[src/logic/afic_consts.vh]
// shared constants for the flush and identify command block
`ifndef AFIC_CONSTS_VH
`define AFIC_CONSTS_VH

// register port addresses
`define AFIC_A_DATA 4'h0
`define AFIC_A_ERR 4'h1
`define AFIC_A_COUNT 4'h2
`define AFIC_A_LBA_LO 4'h3
`define AFIC_A_LBA_MID 4'h4
`define AFIC_A_LBA_HI 4'h5
`define AFIC_A_DEVICE 4'h6
`define AFIC_A_STATUS 4'h7
`define AFIC_A_CTRL 4'h8
`define AFIC_A_CONFIG 4'h9
`define AFIC_A_MULTI 4'hA

// opcodes
`define AFIC_OP_FLUSH 8'hE7
`define AFIC_OP_FLUSH_EXT 8'hEA
`define AFIC_OP_IDENT 8'hEC

// status values: bsy=7 rdy=6 dsc=4 drq=3 err=0
`define AFIC_ST_READY 8'h50
`define AFIC_ST_BUSY 8'h80
`define AFIC_ST_DRQ 8'h58
`define AFIC_ST_ABORT 8'h51
`define AFIC_ST_BSY_BIT 7
`define AFIC_ERR_ABRT 8'h04
`define AFIC_CTRL_HOB 7

// configuration register
`define AFIC_CFG_RST 8'h01
`define AFIC_CFG_FLUSH_EN 0

// identify block
`define AFIC_ID_LAST 8'hFF
`define AFIC_W0 16'h0040
`define AFIC_W1 16'h3FFF
`define AFIC_W2 16'hC837
`define AFIC_W3 16'h0010
`define AFIC_W5 16'h0240
`define AFIC_W6 16'h003F
`define AFIC_W22 16'h0004
`define AFIC_W47 16'h8001
`define AFIC_W49 16'h0F00
`define AFIC_W50 16'h4000
`define AFIC_W51 16'h0200
`define AFIC_W53 16'h0007
`define AFIC_W54 16'h3FFF
`define AFIC_W55 16'h0010
`define AFIC_W56 16'h003F
`define AFIC_W59_RST 16'h0101
`define AFIC_SN_FIRST 8'h0A
`define AFIC_SN_LAST 8'h13
`define AFIC_FW_FIRST 8'h17
`define AFIC_FW_LAST 8'h1A
`define AFIC_MD_FIRST 8'h1B
`define AFIC_MD_LAST 8'h2E

`endif

[src/logic/afic_ident.v]
// identify parameter words 0 to 59
`default_nettype none
`include "afic_consts.vh"

module afic_ident #(
    parameter [159:0] SERIAL = {{12{8'h20}}, "00000001"},
    parameter [63:0] FW_REV = "REV00001",
    parameter [319:0] MODEL = {{29{8'h20}}, "GENERIC-SSD"}
) (
    input wire [7:0] idx,
    input wire [31:0] capacity,
    input wire [15:0] multi,
    output reg [15:0] word
);
    wire [7:0] sn_off = `AFIC_SN_LAST - idx;
    wire [7:0] fw_off = `AFIC_FW_LAST - idx;
    wire [7:0] md_off = `AFIC_MD_LAST - idx;
    wire [159:0] sn_sh = SERIAL >> {sn_off, 4'h0};
    wire [63:0] fw_sh = FW_REV >> {fw_off, 4'h0};
    wire [319:0] md_sh = MODEL >> {md_off, 4'h0};

    always @* begin
        word = 16'h0000;
        if (idx >= `AFIC_SN_FIRST && idx <= `AFIC_SN_LAST) begin
            word = sn_sh[15:0];
        end else if (idx >= `AFIC_FW_FIRST && idx <= `AFIC_FW_LAST) begin
            word = fw_sh[15:0];
        end else if (idx >= `AFIC_MD_FIRST && idx <= `AFIC_MD_LAST) begin
            word = md_sh[15:0];
        end else begin
            case (idx)
                8'h00: word = `AFIC_W0;
                8'h01: word = `AFIC_W1;
                8'h02: word = `AFIC_W2;
                8'h03: word = `AFIC_W3;
                8'h05: word = `AFIC_W5;
                8'h06: word = `AFIC_W6;
                8'h16: word = `AFIC_W22;
                8'h2F: word = `AFIC_W47;
                8'h31: word = `AFIC_W49;
                8'h32: word = `AFIC_W50;
                8'h33: word = `AFIC_W51;
                8'h35: word = `AFIC_W53;
                8'h36: word = `AFIC_W54;
                8'h37: word = `AFIC_W55;
                8'h38: word = `AFIC_W56;
                8'h39: word = capacity[15:0];
                8'h3A: word = capacity[31:16];
                8'h3B: word = multi;
                default: word = 16'h0000;
            endcase
        end
    end
endmodule // afic_ident

`default_nettype wire

[src/logic/afic_tf_reg.v]
// task-file register pair holding the previous and current byte
`default_nettype none
`include "afic_consts.vh"

module afic_tf_reg (
    input wire clk_sys,
    input wire rst,
    input wire wr,
    input wire [7:0] wdata,
    input wire load,
    input wire [15:0] load_val,
    input wire hob,
    output wire [7:0] rd_byte
);
    reg [7:0] cur;
    reg [7:0] prev;

    // a host write pushes the old byte into the previous slot
    always @(posedge clk_sys or posedge rst) begin
        if (rst) begin
            cur <= 8'h00;
            prev <= 8'h00;
        end else if (load) begin
            prev <= load_val[15:8];
            cur <= load_val[7:0];
        end else if (wr) begin
            prev <= cur;
            cur <= wdata;
        end
    end

    assign rd_byte = hob ? prev : cur;
endmodule // afic_tf_reg

`default_nettype wire

[src/logic/afic_top.v]
// command block for cache flush, 48-bit cache flush and identify
// Notes on behaviour
// - flush E7h: commit whole write cache, then report ready and seek-complete.
// - flush disabled in configuration: end command with aborted-command error.
// - flush EAh: busy until cache stored or error, then ready and seek-complete.
// - write error on EAh flush: abort, load lba registers with failing sector.
// - later EAh flush resumes at the sector after the failed one.
// - flush writes cached data; an empty cache completes without media writes.
// - identify ECh uses single-sector pio data-in, host reads the block.
// - reserved bits and words of the identify block read as zero.
// - words 10 to 19 carry a right-justified 20-byte ascii serial.
// - words 23 to 26 carry firmware revision, first character in high byte.
// - words 27 to 46 carry the right-justified ascii model string.
// - word 47 is maximum multiple sector count, 8001h.
// - word 49 advertises dma, lba and iordy support.
// - word 53 is 0007h, validity of geometry, transfer-mode and udma words.
// - words 54 to 56 are 3fffh, 0010h and 003fh.
// - words 57 and 58 hold capacity, low half in 57.
// - word 59 follows the multiple setting, default 0101h, host may change.
// - word 51 is 0200h, pio timing mode 2.
// - hob bit of device control selects high or low byte on reads.
//
// The plain strobed port and the register offsets were left to the implementer.
`default_nettype none
`include "afic_consts.vh"

module afic_top (
    input wire clk_sys,
    input wire rst,
    input wire [3:0] addr,
    input wire [15:0] wdata,
    input wire wr,
    input wire rd,
    output reg [15:0] rdata,
    input wire cache_empty,
    input wire wb_done,
    input wire wb_err,
    input wire [47:0] wb_err_lba,
    input wire [31:0] capacity,
    output reg flush_start,
    output reg flush_resume,
    output reg [47:0] flush_from
);
    localparam [2:0] S_IDLE = 3'd0;
    localparam [2:0] S_FLUSH = 3'd1;
    localparam [2:0] S_FLUSH_WAIT = 3'd2;
    localparam [2:0] S_ID_PREP = 3'd3;
    localparam [2:0] S_ID_XFER = 3'd4;

    reg [2:0] state;
    reg [7:0] status;
    reg [7:0] error;
    reg [7:0] device;
    reg [7:0] cfg;
    reg [15:0] multi;
    reg hob;
    reg ext_cmd;
    reg [7:0] word_idx;
    reg resume_valid;
    reg [47:0] resume_lba;
    reg tf_load;
    reg [47:0] tf_load_lba;

    wire busy = status[`AFIC_ST_BSY_BIT];
    // task-file writes are ignored while the busy bit is set, not in the identify data phase
    wire host_wr = wr && !busy;
    wire cmd_wr = host_wr && addr == `AFIC_A_STATUS;
    wire [7:0] opcode = wdata[7:0];
    wire data_rd = rd && addr == `AFIC_A_DATA && state == S_ID_XFER;

    wire [7:0] feat_b;
    wire [7:0] count_b;
    wire [7:0] lo_b;
    wire [7:0] mid_b;
    wire [7:0] hi_b;
    wire [15:0] id_word;

    afic_tf_reg u_feat (
        .clk_sys(clk_sys),
        .rst(rst),
        .wr(host_wr && addr == `AFIC_A_ERR),
        .wdata(wdata[7:0]),
        .load(1'b0),
        .load_val(16'h0000),
        .hob(hob),
        .rd_byte(feat_b)
    );

    afic_tf_reg u_count (
        .clk_sys(clk_sys),
        .rst(rst),
        .wr(host_wr && addr == `AFIC_A_COUNT),
        .wdata(wdata[7:0]),
        .load(1'b0),
        .load_val(16'h0000),
        .hob(hob),
        .rd_byte(count_b)
    );

    // failing sector address is split into current and previous bytes
    afic_tf_reg u_lba_lo (
        .clk_sys(clk_sys),
        .rst(rst),
        .wr(host_wr && addr == `AFIC_A_LBA_LO),
        .wdata(wdata[7:0]),
        .load(tf_load),
        .load_val({tf_load_lba[31:24], tf_load_lba[7:0]}),
        .hob(hob),
        .rd_byte(lo_b)
    );

    afic_tf_reg u_lba_mid (
        .clk_sys(clk_sys),
        .rst(rst),
        .wr(host_wr && addr == `AFIC_A_LBA_MID),
        .wdata(wdata[7:0]),
        .load(tf_load),
        .load_val({tf_load_lba[39:32], tf_load_lba[15:8]}),
        .hob(hob),
        .rd_byte(mid_b)
    );

    afic_tf_reg u_lba_hi (
        .clk_sys(clk_sys),
        .rst(rst),
        .wr(host_wr && addr == `AFIC_A_LBA_HI),
        .wdata(wdata[7:0]),
        .load(tf_load),
        .load_val({tf_load_lba[47:40], tf_load_lba[23:16]}),
        .hob(hob),
        .rd_byte(hi_b)
    );

    afic_ident u_ident (
        .idx(word_idx),
        .capacity(capacity),
        .multi(multi),
        .word(id_word)
    );

    // host-side settings; device control and config stay writable while busy
    always @(posedge clk_sys or posedge rst) begin
        if (rst) begin
            hob <= 1'b0;
            cfg <= `AFIC_CFG_RST;
            multi <= `AFIC_W59_RST;
            device <= 8'h00;
        end else if (wr) begin
            case (addr)
                `AFIC_A_CTRL: hob <= wdata[`AFIC_CTRL_HOB];
                `AFIC_A_CONFIG: cfg <= wdata[7:0];
                `AFIC_A_MULTI: multi <= wdata;
                `AFIC_A_DEVICE: begin
                    if (!busy) begin
                        device <= wdata[7:0];
                    end
                end
                default: hob <= hob;
            endcase
        end
    end

    // command sequencer
    always @(posedge clk_sys or posedge rst) begin
        if (rst) begin
            state <= S_IDLE;
            status <= `AFIC_ST_READY;
            error <= 8'h00;
            ext_cmd <= 1'b0;
            word_idx <= 8'h00;
            resume_valid <= 1'b0;
            resume_lba <= 48'h000000000000;
            tf_load <= 1'b0;
            tf_load_lba <= 48'h000000000000;
            flush_start <= 1'b0;
            flush_resume <= 1'b0;
            flush_from <= 48'h000000000000;
        end else begin
            flush_start <= 1'b0;
            tf_load <= 1'b0;
            case (state)
                S_IDLE: begin
                    if (cmd_wr) begin
                        error <= 8'h00;
                        case (opcode)
                            `AFIC_OP_FLUSH, `AFIC_OP_FLUSH_EXT: begin
                                ext_cmd <= opcode == `AFIC_OP_FLUSH_EXT;
                                if (!cfg[`AFIC_CFG_FLUSH_EN]) begin
                                    status <= `AFIC_ST_ABORT;
                                    error <= `AFIC_ERR_ABRT;
                                end else begin
                                    status <= `AFIC_ST_BUSY;
                                    state <= S_FLUSH;
                                end
                            end
                            `AFIC_OP_IDENT: begin
                                status <= `AFIC_ST_BUSY;
                                word_idx <= 8'h00;
                                state <= S_ID_PREP;
                            end
                            // other opcodes belong to other blocks
                            default: status <= status;
                        endcase
                    end
                end
                S_FLUSH: begin
                    if (cache_empty) begin
                        status <= `AFIC_ST_READY;
                        state <= S_IDLE;
                    end else begin
                        flush_start <= 1'b1;
                        flush_resume <= ext_cmd && resume_valid;
                        flush_from <= resume_lba;
                        state <= S_FLUSH_WAIT;
                    end
                end
                S_FLUSH_WAIT: begin
                    // busy holds until the engine reports an outcome
                    if (wb_err) begin
                        status <= `AFIC_ST_ABORT;
                        error <= `AFIC_ERR_ABRT;
                        tf_load <= 1'b1;
                        tf_load_lba <= wb_err_lba;
                        if (ext_cmd) begin
                            resume_valid <= 1'b1;
                            resume_lba <= wb_err_lba + 48'h000000000001;
                        end
                        state <= S_IDLE;
                    end else if (wb_done) begin
                        status <= `AFIC_ST_READY;
                        if (ext_cmd) begin
                            resume_valid <= 1'b0;
                        end
                        state <= S_IDLE;
                    end
                end
                S_ID_PREP: begin
                    status <= `AFIC_ST_DRQ;
                    state <= S_ID_XFER;
                end
                S_ID_XFER: begin
                    if (data_rd) begin
                        word_idx <= word_idx + 8'h01;
                        if (word_idx == `AFIC_ID_LAST) begin
                            status <= `AFIC_ST_READY;
                            state <= S_IDLE;
                        end
                    end
                end
                default: begin
                    state <= S_IDLE;
                    status <= `AFIC_ST_READY;
                end
            endcase
        end
    end

    // read data registered, valid the cycle after the strobe
    always @(posedge clk_sys or posedge rst) begin
        if (rst) begin
            rdata <= 16'h0000;
        end else if (rd) begin
            case (addr)
                `AFIC_A_DATA: rdata <= (state == S_ID_XFER) ? id_word : 16'h0000;
                `AFIC_A_ERR: rdata <= {8'h00, error};
                `AFIC_A_COUNT: rdata <= {8'h00, count_b};
                `AFIC_A_LBA_LO: rdata <= {8'h00, lo_b};
                `AFIC_A_LBA_MID: rdata <= {8'h00, mid_b};
                `AFIC_A_LBA_HI: rdata <= {8'h00, hi_b};
                `AFIC_A_DEVICE: rdata <= {8'h00, device};
                `AFIC_A_STATUS: rdata <= {8'h00, status};
                `AFIC_A_CTRL: rdata <= {8'h00, status};
                `AFIC_A_CONFIG: rdata <= {8'h00, cfg};
                `AFIC_A_MULTI: rdata <= multi;
                default: rdata <= 16'h0000;
            endcase
        end else begin
            rdata <= 16'h0000;
        end
    end

    // features byte is decoded by other command blocks only
    wire unused_ok = &{1'b0, feat_b};
endmodule // afic_top

`default_nettype wire

[config.mk]
export PLATFORM = sky130hd
export DESIGN_NAME = afic_top
export DESIGN_NICKNAME = d
export VERILOG_FILES = /design/src/logic/afic_ident.v /design/src/logic/afic_tf_reg.v /design/src/logic/afic_top.v
export VERILOG_INCLUDE_DIRS = /design/src /design/src/logic
export SDC_FILE = /design/constraint.sdc
export NUM_CORES = 1
export LEC_CHECK = 0
export BUFFER_PORTS_ARGS = -buffer_cell sky130_fd_sc_hd__buf_2
export CAP_MARGIN = 25
export CORE_AREA = 3 3 223 225
export CTS_CLUSTER_DIAMETER = 50
export DETAILED_ROUTE_END_ITERATION = 8
export DIE_AREA = 0 0 226 228
export MAX_ROUTING_LAYER = met4
export PLACE_DENSITY = 0.46
export RECOVER_POWER = 25
export SLEW_MARGIN = 20
export SYNTH_ARGS = -nofsm -noshare
export SYNTH_HDL_FRONTEND = slang
export SYNTH_SLANG_ARGS = --single-unit
[constraint.sdc]
create_clock -name clk_sys -period 17.75 [get_ports clk_sys]
set_input_delay 5.325 -clock clk_sys [delete_from_list [all_inputs] [get_ports clk_sys]]
set_output_delay 5.325 -clock clk_sys [all_outputs]
set_load 0.01 [all_outputs]
# ---- Word-level counts from Yosys, hierarchy flattened
# Cells that the tools add are included.
dict set report classes {
  bitwise_logic 2
  shifts 3
  n_lt_le_gt_ge 6
  addsub 5
  mux 58
  n_eq_ne 44
  reduce_logical 40
}
# cell n
set op_table {}
lappend op_table {{$shr 318x12->16 const A} 1}
lappend op_table {{$pmux 16 s15} 1}
lappend op_table {{$mux 8} 28}
lappend op_table {{$pmux 16 s10} 1}
lappend op_table {{$shr 158x12->16 const A} 1}
lappend op_table {{$eq 8x6->1 const B} 11}
lappend op_table {{$mux 16} 5}
lappend op_table {{$shr 63x12->16 const A} 1}
lappend op_table {{$add 48x1->48 const B} 1}
lappend op_table {{$pmux 8 s2} 3}
lappend op_table {{$pmux 8 s5} 1}
lappend op_table {{$eq 8x8->1 const B} 4}
lappend op_table {{$mux 3} 8}
lappend op_table {{$eq 4x3->1 const B} 4}
lappend op_table {{$eq 8x2->1 const B} 2}
lappend op_table {{$eq 8x3->1 const B} 2}
lappend op_table {{$ge 8x5->1 const B} 2}
lappend op_table {{$le 8x5->1 const B} 2}
lappend op_table {{$sub 5x8->8 const A} 2}
lappend op_table {{$pmux 3 s5} 1}
lappend op_table {{$reduce_and 3->1} 5}
lappend op_table {{$eq 4x4->1 const B} 3}
lappend op_table {{$logic_and 1x1->1} 12}
lappend op_table {{$reduce_and 6->1} 2}
lappend op_table {{27 further kinds} 55}
dict set report word_totals {
  reg_bits 289
  elab_cells 183
  inputBits 107
  output_inout_bits 66
}

# ---- Depth between registers and ports, before layout
dict set report logic_depth {
  depth_word 9
  depth_mapped 11
  depth_no_buf 8
}

# ---- Hierarchy
# From an unflattened synthesis, not the netlist that was laid out.
dict set report hier_totals {
  hier_cells 1416
  area_unflattened_um2 14931.8
}
# module seq_area_each_um2 instances area_each_um2 cells_each
set by_module_without_submodules {}
lappend by_module_without_submodules {afic_top 5360.1 1 9902.0 849}
lappend by_module_without_submodules {afic_tf_reg 400.4 4 844.6 79}
lappend by_module_without_submodules {afic_ident 0.0 1 1651.6 251}

# ---- Worst setup path before layout
# Ideal clock, no wire load.
dict set report synth_timing {
  path_kind {input to register}
  start {in addr[3]}
  end {reg status[6]}
  t_arrival_ns 6.978
  stages 8
  required_time_ns 17.673
  slack_ns 10.695
  path_buffers 2
  cell_sequence {buf_6 > and4b_4 > nand2_4 > a21o_1 > or3_1 > buf_2 > or3_1 > o21a_1}
}
dict set report synth_between {
  elab_chain_len 5
  word_cells_on_any_way 8
}
# element line_no
set synth_rtl {}
lappend synth_rtl {{from (decl)} afic_top.v:30} ;# input wire [3:0] addr,
lappend synth_rtl {{$logic_not 4->1} n/a}
lappend synth_rtl {{$logic_and 1x1->1 (no line)} n/a}
lappend synth_rtl {{$logic_and 1x1->1} afic_top.v:69} ;# wire data_rd = rd && addr == `AFIC_A_DATA && state == S_ID_XFER;
lappend synth_rtl {{$ne 2x2->1 (no line)} n/a}
lappend synth_rtl {{$reduce_and 6->1 (no line) *} n/a}
lappend synth_rtl {{to (signal assigned)} afic_top.v:167} ;# status <= `AFIC_ST_READY;
lappend synth_rtl {{to (signal assigned)} afic_top.v:189} ;# status <= `AFIC_ST_ABORT;
lappend synth_rtl {{to (signal assigned)} afic_top.v:192} ;# status <= `AFIC_ST_BUSY;
lappend synth_rtl {{to (decl)} afic_top.v:51} ;# reg [7:0] status;
# Every way passes the cells marked *; elsewhere a longest branch is shown, timed or not.
# A chain may end at the register's enable or synchronous reset.

==> report_table.html <==
<table>
<tr><th>Metric</th><th>Value</th></tr>
<tr><th colspan="2">Power</th></tr>
<tr><td>Power Density</td><td>roughly 120 nW/um2</td></tr>
<tr><td>Total power draw</td><td>1.97 mW</td></tr>
<tr><td>Portion of total power attributed to the clock network</td><td>39.9%</td></tr>
<tr><td>Logic gate share of total power</td><td>about a fifth</td></tr>
<tr><td>Sw Ratio</td><td>31.4%</td></tr>
<tr><td>Power Internal</td><td>1.35 mW</td></tr>
<tr><td>Switch Pwr</td><td>0.617 mW</td></tr>
<tr><td>Maximum vdd drop</td><td>0.0715 mV</td></tr>
<tr><td>Register share of total power</td><td>39.5%</td></tr>
<tr><td>Leak pwr</td><td>7.78 nW</td></tr>
<tr><th colspan="2">Yosys</th></tr>
<tr><td>Number of standard cells after synthesis</td><td>about 1400</td></tr>
<tr><td>Leading cell types by count after synthesis</td><td>sky130_fd_sc_hd__dfrtp_1 (274), sky130_fd_sc_hd__nand2_1 (173), sky130_fd_sc_hd__mux2_2 (159), sky130_fd_sc_hd__o21ai_0 (125), sky130_fd_sc_hd__clkbuf_1 (55)</td></tr>
<tr><td>Share of synthesized registers carrying an async set or reset</td><td>100%</td></tr>
<tr><td>Post-synth top area share</td><td>roughly 48%</td></tr>
<tr><td>Post-synth EDFFs</td><td>0</td></tr>
<tr><td>Flops &amp; latches, synth</td><td>approximately 280</td></tr>
<tr><td>Total number of yosys warnings</td><td>0</td></tr>
<tr><td>Mapped Area</td><td>roughly 14000 um2</td></tr>
<tr><td>Prevailing post-synth register cell</td><td>sky130_fd_sc_hd__dfrtp_1</td></tr>
<tr><td>Number of nets produced by synthesis</td><td>~1500</td></tr>
<tr><td>Count leader, synth</td><td>sky130_fd_sc_hd__dfrtp_1</td></tr>
<tr><td>Cell type with the largest total area after synthesis</td><td>sky130_fd_sc_hd__dfrtp_1</td></tr>
<tr><td>Most area-consuming cells after synthesis</td><td>sky130_fd_sc_hd__dfrtp_1 (48%), sky130_fd_sc_hd__mux2_2 (13%), sky130_fd_sc_hd__nand2_1 (4.5%)</td></tr>
<tr><td>Yosys cell types</td><td>81</td></tr>
<tr><td>Average footprint of a synthesized cell</td><td>10.5 um2</td></tr>
<tr><td>Share of synthesized area occupied by flip-flops and latches</td><td>about half</td></tr>
<tr><th colspan="2">Placement</th></tr>
<tr><td>Sum of net half-perimeters after detailed placement</td><td>between 30 and 40 mm</td></tr>
<tr><td>Worst setup slack after placement</td><td>9.99 ns</td></tr>
<tr><td>Count of input and output buffers</td><td>roughly 170</td></tr>
<tr><td>Routability-driven placement congestion ratio</td><td>0.867</td></tr>
<tr><th colspan="2">Drt</th></tr>
<tr><td>Post-detailed-route via-to-cell ratio</td><td>a little over 5</td></tr>
<tr><td>Avg WL per Cell</td><td>21.1 um</td></tr>
<tr><td>Wirelength, routed</td><td>45.1 mm</td></tr>
<tr><td>Vias after detailed routing</td><td>11000</td></tr>
<tr><td>Number of DRC markers in iteration 0</td><td>725</td></tr>
<tr><td>First-pass DRT Iterations</td><td>7</td></tr>
<tr><td>Total DRC errors in the routed layout</td><td>0</td></tr>
<tr><td>Antenna Nets Post-Route</td><td>0</td></tr>
<tr><th colspan="2">Worst setup path</th></tr>
<tr><td>Source of the critical timing path</td><td>rst</td></tr>
<tr><td>Cell breakdown of the critical path</td><td>clkbuf_1 &gt; clkinvlp_2</td></tr>
<tr><td>Setup slack, reg-to-reg</td><td>13.41 ns</td></tr>
<tr><td>Maximum cell stage delay along the critical path</td><td>3.05 ns</td></tr>
<tr><td>Beginning of the worst register-to-register path</td><td>state[2]$_DFFE_PP0P_</td></tr>
<tr><td>Top Family by Delay on Critical Path</td><td>buffers and inverters</td></tr>
<tr><td>Worst Setup End Kind</td><td>asynchronous set/reset pin</td></tr>
<tr><td>R2R Path End</td><td>resume_lba[1]$_DFFE_PP0P_</td></tr>
<tr><td>CP required</td><td>17.35 ns</td></tr>
<tr><td>Startpoint Class</td><td>input pin</td></tr>
<tr><td>Slowest cell on crit path</td><td>sky130_fd_sc_hd__clkinvlp_2</td></tr>
<tr><td>Worst-case reg-to-reg path depth</td><td>6</td></tr>
<tr><td>Critical path endpoint</td><td>rdata[5]$_DFF_PP0_</td></tr>
<tr><td>Maximum fanout along the worst path</td><td>120</td></tr>
<tr><td>Kind of critical path</td><td>input pin to asynchronous set/reset pin</td></tr>
<tr><td>Logic depth of the worst setup path including buffers</td><td>2</td></tr>
<tr><td>Buffering stage count on the worst path with inverters included</td><td>2</td></tr>
<tr><td>Worst path arrival time</td><td>8.63 ns</td></tr>
<tr><th colspan="2">STA</th></tr>
<tr><td>Final WS setup</td><td>8.72 ns</td></tr>
<tr><td>Final Max Slew Viols</td><td>approximately 230</td></tr>
<tr><td>Number of setup violations in the final report</td><td>0</td></tr>
<tr><td>Total negative slack for setup checks</td><td>0 ns</td></tr>
<tr><td>Ratio of final minimum period to clock period</td><td>50.9%</td></tr>
<tr><td>Worst setup skew after layout</td><td>approximately 0.024 ns</td></tr>
<tr><td>Number of hold violations in the final report</td><td>0</td></tr>
<tr><td>Max Clock Freq</td><td>0.111 GHz</td></tr>
<tr><td>Worst max-slew margin expressed relative to the limit</td><td>-278%</td></tr>
<tr><td>Setup repair after global routing missed its margin</td><td>false</td></tr>
<tr><td>Measured slew at the worst slew-check pin</td><td>5.64 ns</td></tr>
<tr><td>Minimum clock period</td><td>9.03 ns</td></tr>
<tr><td>Worst hold margin</td><td>0.472 ns</td></tr>
<tr><th colspan="2">Clocking</th></tr>
<tr><td>Number of buffers created by CTS</td><td>38</td></tr>
<tr><td>Clock tree buffer depth</td><td>3</td></tr>
<tr><td>Hold-fix buffers at CTS</td><td>0</td></tr>
<tr><td>Number of setup buffers added after CTS</td><td>0</td></tr>
<tr><td>Worst-skew pair later-pin latency</td><td>about 0.56 ns</td></tr>
<tr><td>TritonCTS clock tree</td><td>yes</td></tr>
<tr><td>Maximum level of the CTS H-tree</td><td>2</td></tr>
<tr><td>Number of gates given a new drive strength after cts</td><td>0</td></tr>
<tr><td>Clock-pin slew of the registers on the worst-case setup and hold paths</td><td>approximately 0.05 ns</td></tr>
<tr><td>Clock root buffer</td><td>sky130_fd_sc_hd__clkbuf_16</td></tr>
<tr><td># clock sinks</td><td>278</td></tr>
<tr><th colspan="2">Die</th></tr>
<tr><td>Die area</td><td>51500 um2</td></tr>
<tr><td>Core Box Area</td><td>roughly 48000 um2</td></tr>
<tr><td>IO Count</td><td>around 170</td></tr>
<tr><td>Initial core utilization</td><td>30.0%</td></tr>
<tr><td>Die boundary height</td><td>228 um</td></tr>
<tr><td>Horizontal extent of the die</td><td>226 um</td></tr>
<tr><td>Number of standard-cell rows in the floorplan</td><td>80</td></tr>
<tr><th colspan="2">GRT</th></tr>
<tr><td>Global-route layer with the greatest usage</td><td>met2</td></tr>
<tr><td>Met3 routing resource usage after global routing</td><td>between 3 and 4%</td></tr>
<tr><td>Number of global-route vias before repair</td><td>11200</td></tr>
<tr><td>Global route total overflow</td><td>0</td></tr>
<tr><td>Wire length of the first global-routing pass</td><td>69.5 mm</td></tr>
<tr><td>Gr usage total</td><td>17.9%</td></tr>
<tr><td>Met1 usage in global routing</td><td>a little under a quarter</td></tr>
<tr><td>Initial antenna violation count</td><td>3</td></tr>
<tr><td>Met2 usage in global routing</td><td>28.9%</td></tr>
<tr><td>Maximum number of pins on one net before global-route repair</td><td>160</td></tr>
<tr><th colspan="2">Cells and area</th></tr>
<tr><td>Final net count</td><td>1608</td></tr>
<tr><td>Layout cell share with drive strength beyond 1</td><td>between 20% and 30%</td></tr>
<tr><td>Count of filler cells inserted in the layout</td><td>4897</td></tr>
<tr><td>Register area</td><td>approximately 7000 um2</td></tr>
<tr><td>Post-layout utilization of the core</td><td>35.4%</td></tr>
<tr><td>Area growth, synth to finish</td><td>18.3%</td></tr>
<tr><td>Area of the multi-input gates</td><td>6910 um2</td></tr>
<tr><th colspan="2">Min path</th></tr>
<tr><td>Path type of the worst min-delay path</td><td>flop to flop</td></tr>
<tr><td>Origin of the worst min-delay path</td><td>resume_lba[44]$_DFFE_PP0P_</td></tr>
<tr><th colspan="2">Outcome</th></tr>
<tr><td>Failing checks</td><td>capacitance limit, slew limit</td></tr>
<tr><td>Outcome</td><td>finished with violations</td></tr>
<tr><th colspan="2">Run</th></tr>
<tr><td>Number of max-cap violations</td><td>3</td></tr>
</table>
logic make-up (layout without fill, tap and decap cells):
| family | count (synthesis) | count (layout) | share of synthesized area [%] |
|---|---|---|---|
| flip-flops | 278 | 278 | 48.7 |
| AND/OR/NAND/NOR | 405 | 405 | 14.3 |
| other | 0 | 3 | 0 |
| AO/OA/AOI/OAI | 292 | 292 | 13.2 |
| XOR/XNOR | 59 | 59 | 3.61 |
| multiplexers | 211 | 211 | 16.2 |
| buffers and inverters | 102 | 263 | 3.08 |
| adder cells (fa/ha/maj) | 11 | 11 | 0.962 |
flip-flops by register name (all words and copies together) (netlist names), 4 cells and up:
| register | cells |
|---|---|
| u_count.prev | 8 |
| device | 8 |
| status | 4 |
| u_lba_hi.cur | 8 |
| resume_lba | 48 |
| cfg | 8 |
| u_lba_hi.prev | 8 |
| u_count.cur | 8 |
| multi | 16 |
| word_idx | 8 |
| u_lba_mid.prev | 8 |
| flush_from | 48 |
| tf_load_lba | 48 |
| u_lba_mid.cur | 8 |
| u_lba_lo.cur | 8 |
| u_lba_lo.prev | 8 |
| rdata | 16 |
per-stage QoR:
step                instances  area, um2
finish                   2137      16900
floorplan                1358      14300
detailed placement       2065      15600
CTS                      2134      16900
global placement         2065      15600
global route             2137      16900
worst register-to-register path: stages, from the launching register on:
cell	delay, ns
sky130_fd_sc_hd__dfrtp_1	0.45
sky130_fd_sc_hd__nor3b_1	0.58
sky130_fd_sc_hd__and2_2	0.24
sky130_fd_sc_hd__clkbuf_1	2.00
sky130_fd_sc_hd__nand2_2	0.04
sky130_fd_sc_hd__buf_4	0.44
sky130_fd_sc_hd__mux2_2	0.48
metal layers:
metal | vias to the layer above | share of wire [%]
li1 | 5201 | -
met2 | 262 | 48
met5 | - | 0
met1 | 5432 | 44
met3 | 70 | 4.8
met4 | 0 | 2.7
placed cells by master, fill, tap and decap left out, types with 17 or more instances in the layout:
| master | count |
|---|---|
| sky130_fd_sc_hd__a21oi_1 | 29 |
| sky130_fd_sc_hd__a22oi_1 | 20 |
| sky130_fd_sc_hd__and3_1 | 21 |
| sky130_fd_sc_hd__buf_2 | 169 |
| sky130_fd_sc_hd__clkbuf_1 | 17 |
| sky130_fd_sc_hd__clkbuf_16 | 38 |
| sky130_fd_sc_hd__dfrtp_1 | 273 |
| sky130_fd_sc_hd__mux2_2 | 159 |
| sky130_fd_sc_hd__mux2i_1 | 52 |
| sky130_fd_sc_hd__nand2_1 | 172 |
| sky130_fd_sc_hd__nand3_1 | 46 |
| sky130_fd_sc_hd__nor2_1 | 45 |
| sky130_fd_sc_hd__nor3_1 | 18 |
| sky130_fd_sc_hd__o21ai_0 | 125 |
| sky130_fd_sc_hd__xor2_1 | 45 |
area by class of cell:
class | count | area share [%]
inverter | 15 | 0.340
clock inverter | 14 | 1.39
tap | 615 | 4.55
timing repair buffer | 179 | 5.41
antenna | 3 | 0.0444
multi-input combinational | 978 | 40.8
clock buffer | 55 | 6.29
sequential | 278 | 41.2
power by group through the flow:
stage	combinational [mW]	clock, mW	sequential [mW]
floorplan	0.300	0	0.741
global placement	0.404	0	0.787
detailed placement	0.404	0	0.787
CTS	0.406	0.811	0.776
global route	0.446	0.836	0.787
finish	0.405	0.786	0.777
worst min path at each step:
stage / end / cells after the start
after detailed placement: resume_lba[44]$_DFFE_PP0P_ / 2
after global routing: u_lba_mid.cur[4]$_DFFE_PP0P_ / 2
after floorplan: resume_lba[0]$_DFFE_PP0P_ / 2
final: resume_lba[44]$_DFFE_PP0P_ / 2
after CTS: resume_lba[44]$_DFFE_PP0P_ / 2
after global placement: resume_valid$_DFFE_PP0P_ / 2
(Power assumes the default switching activity.)
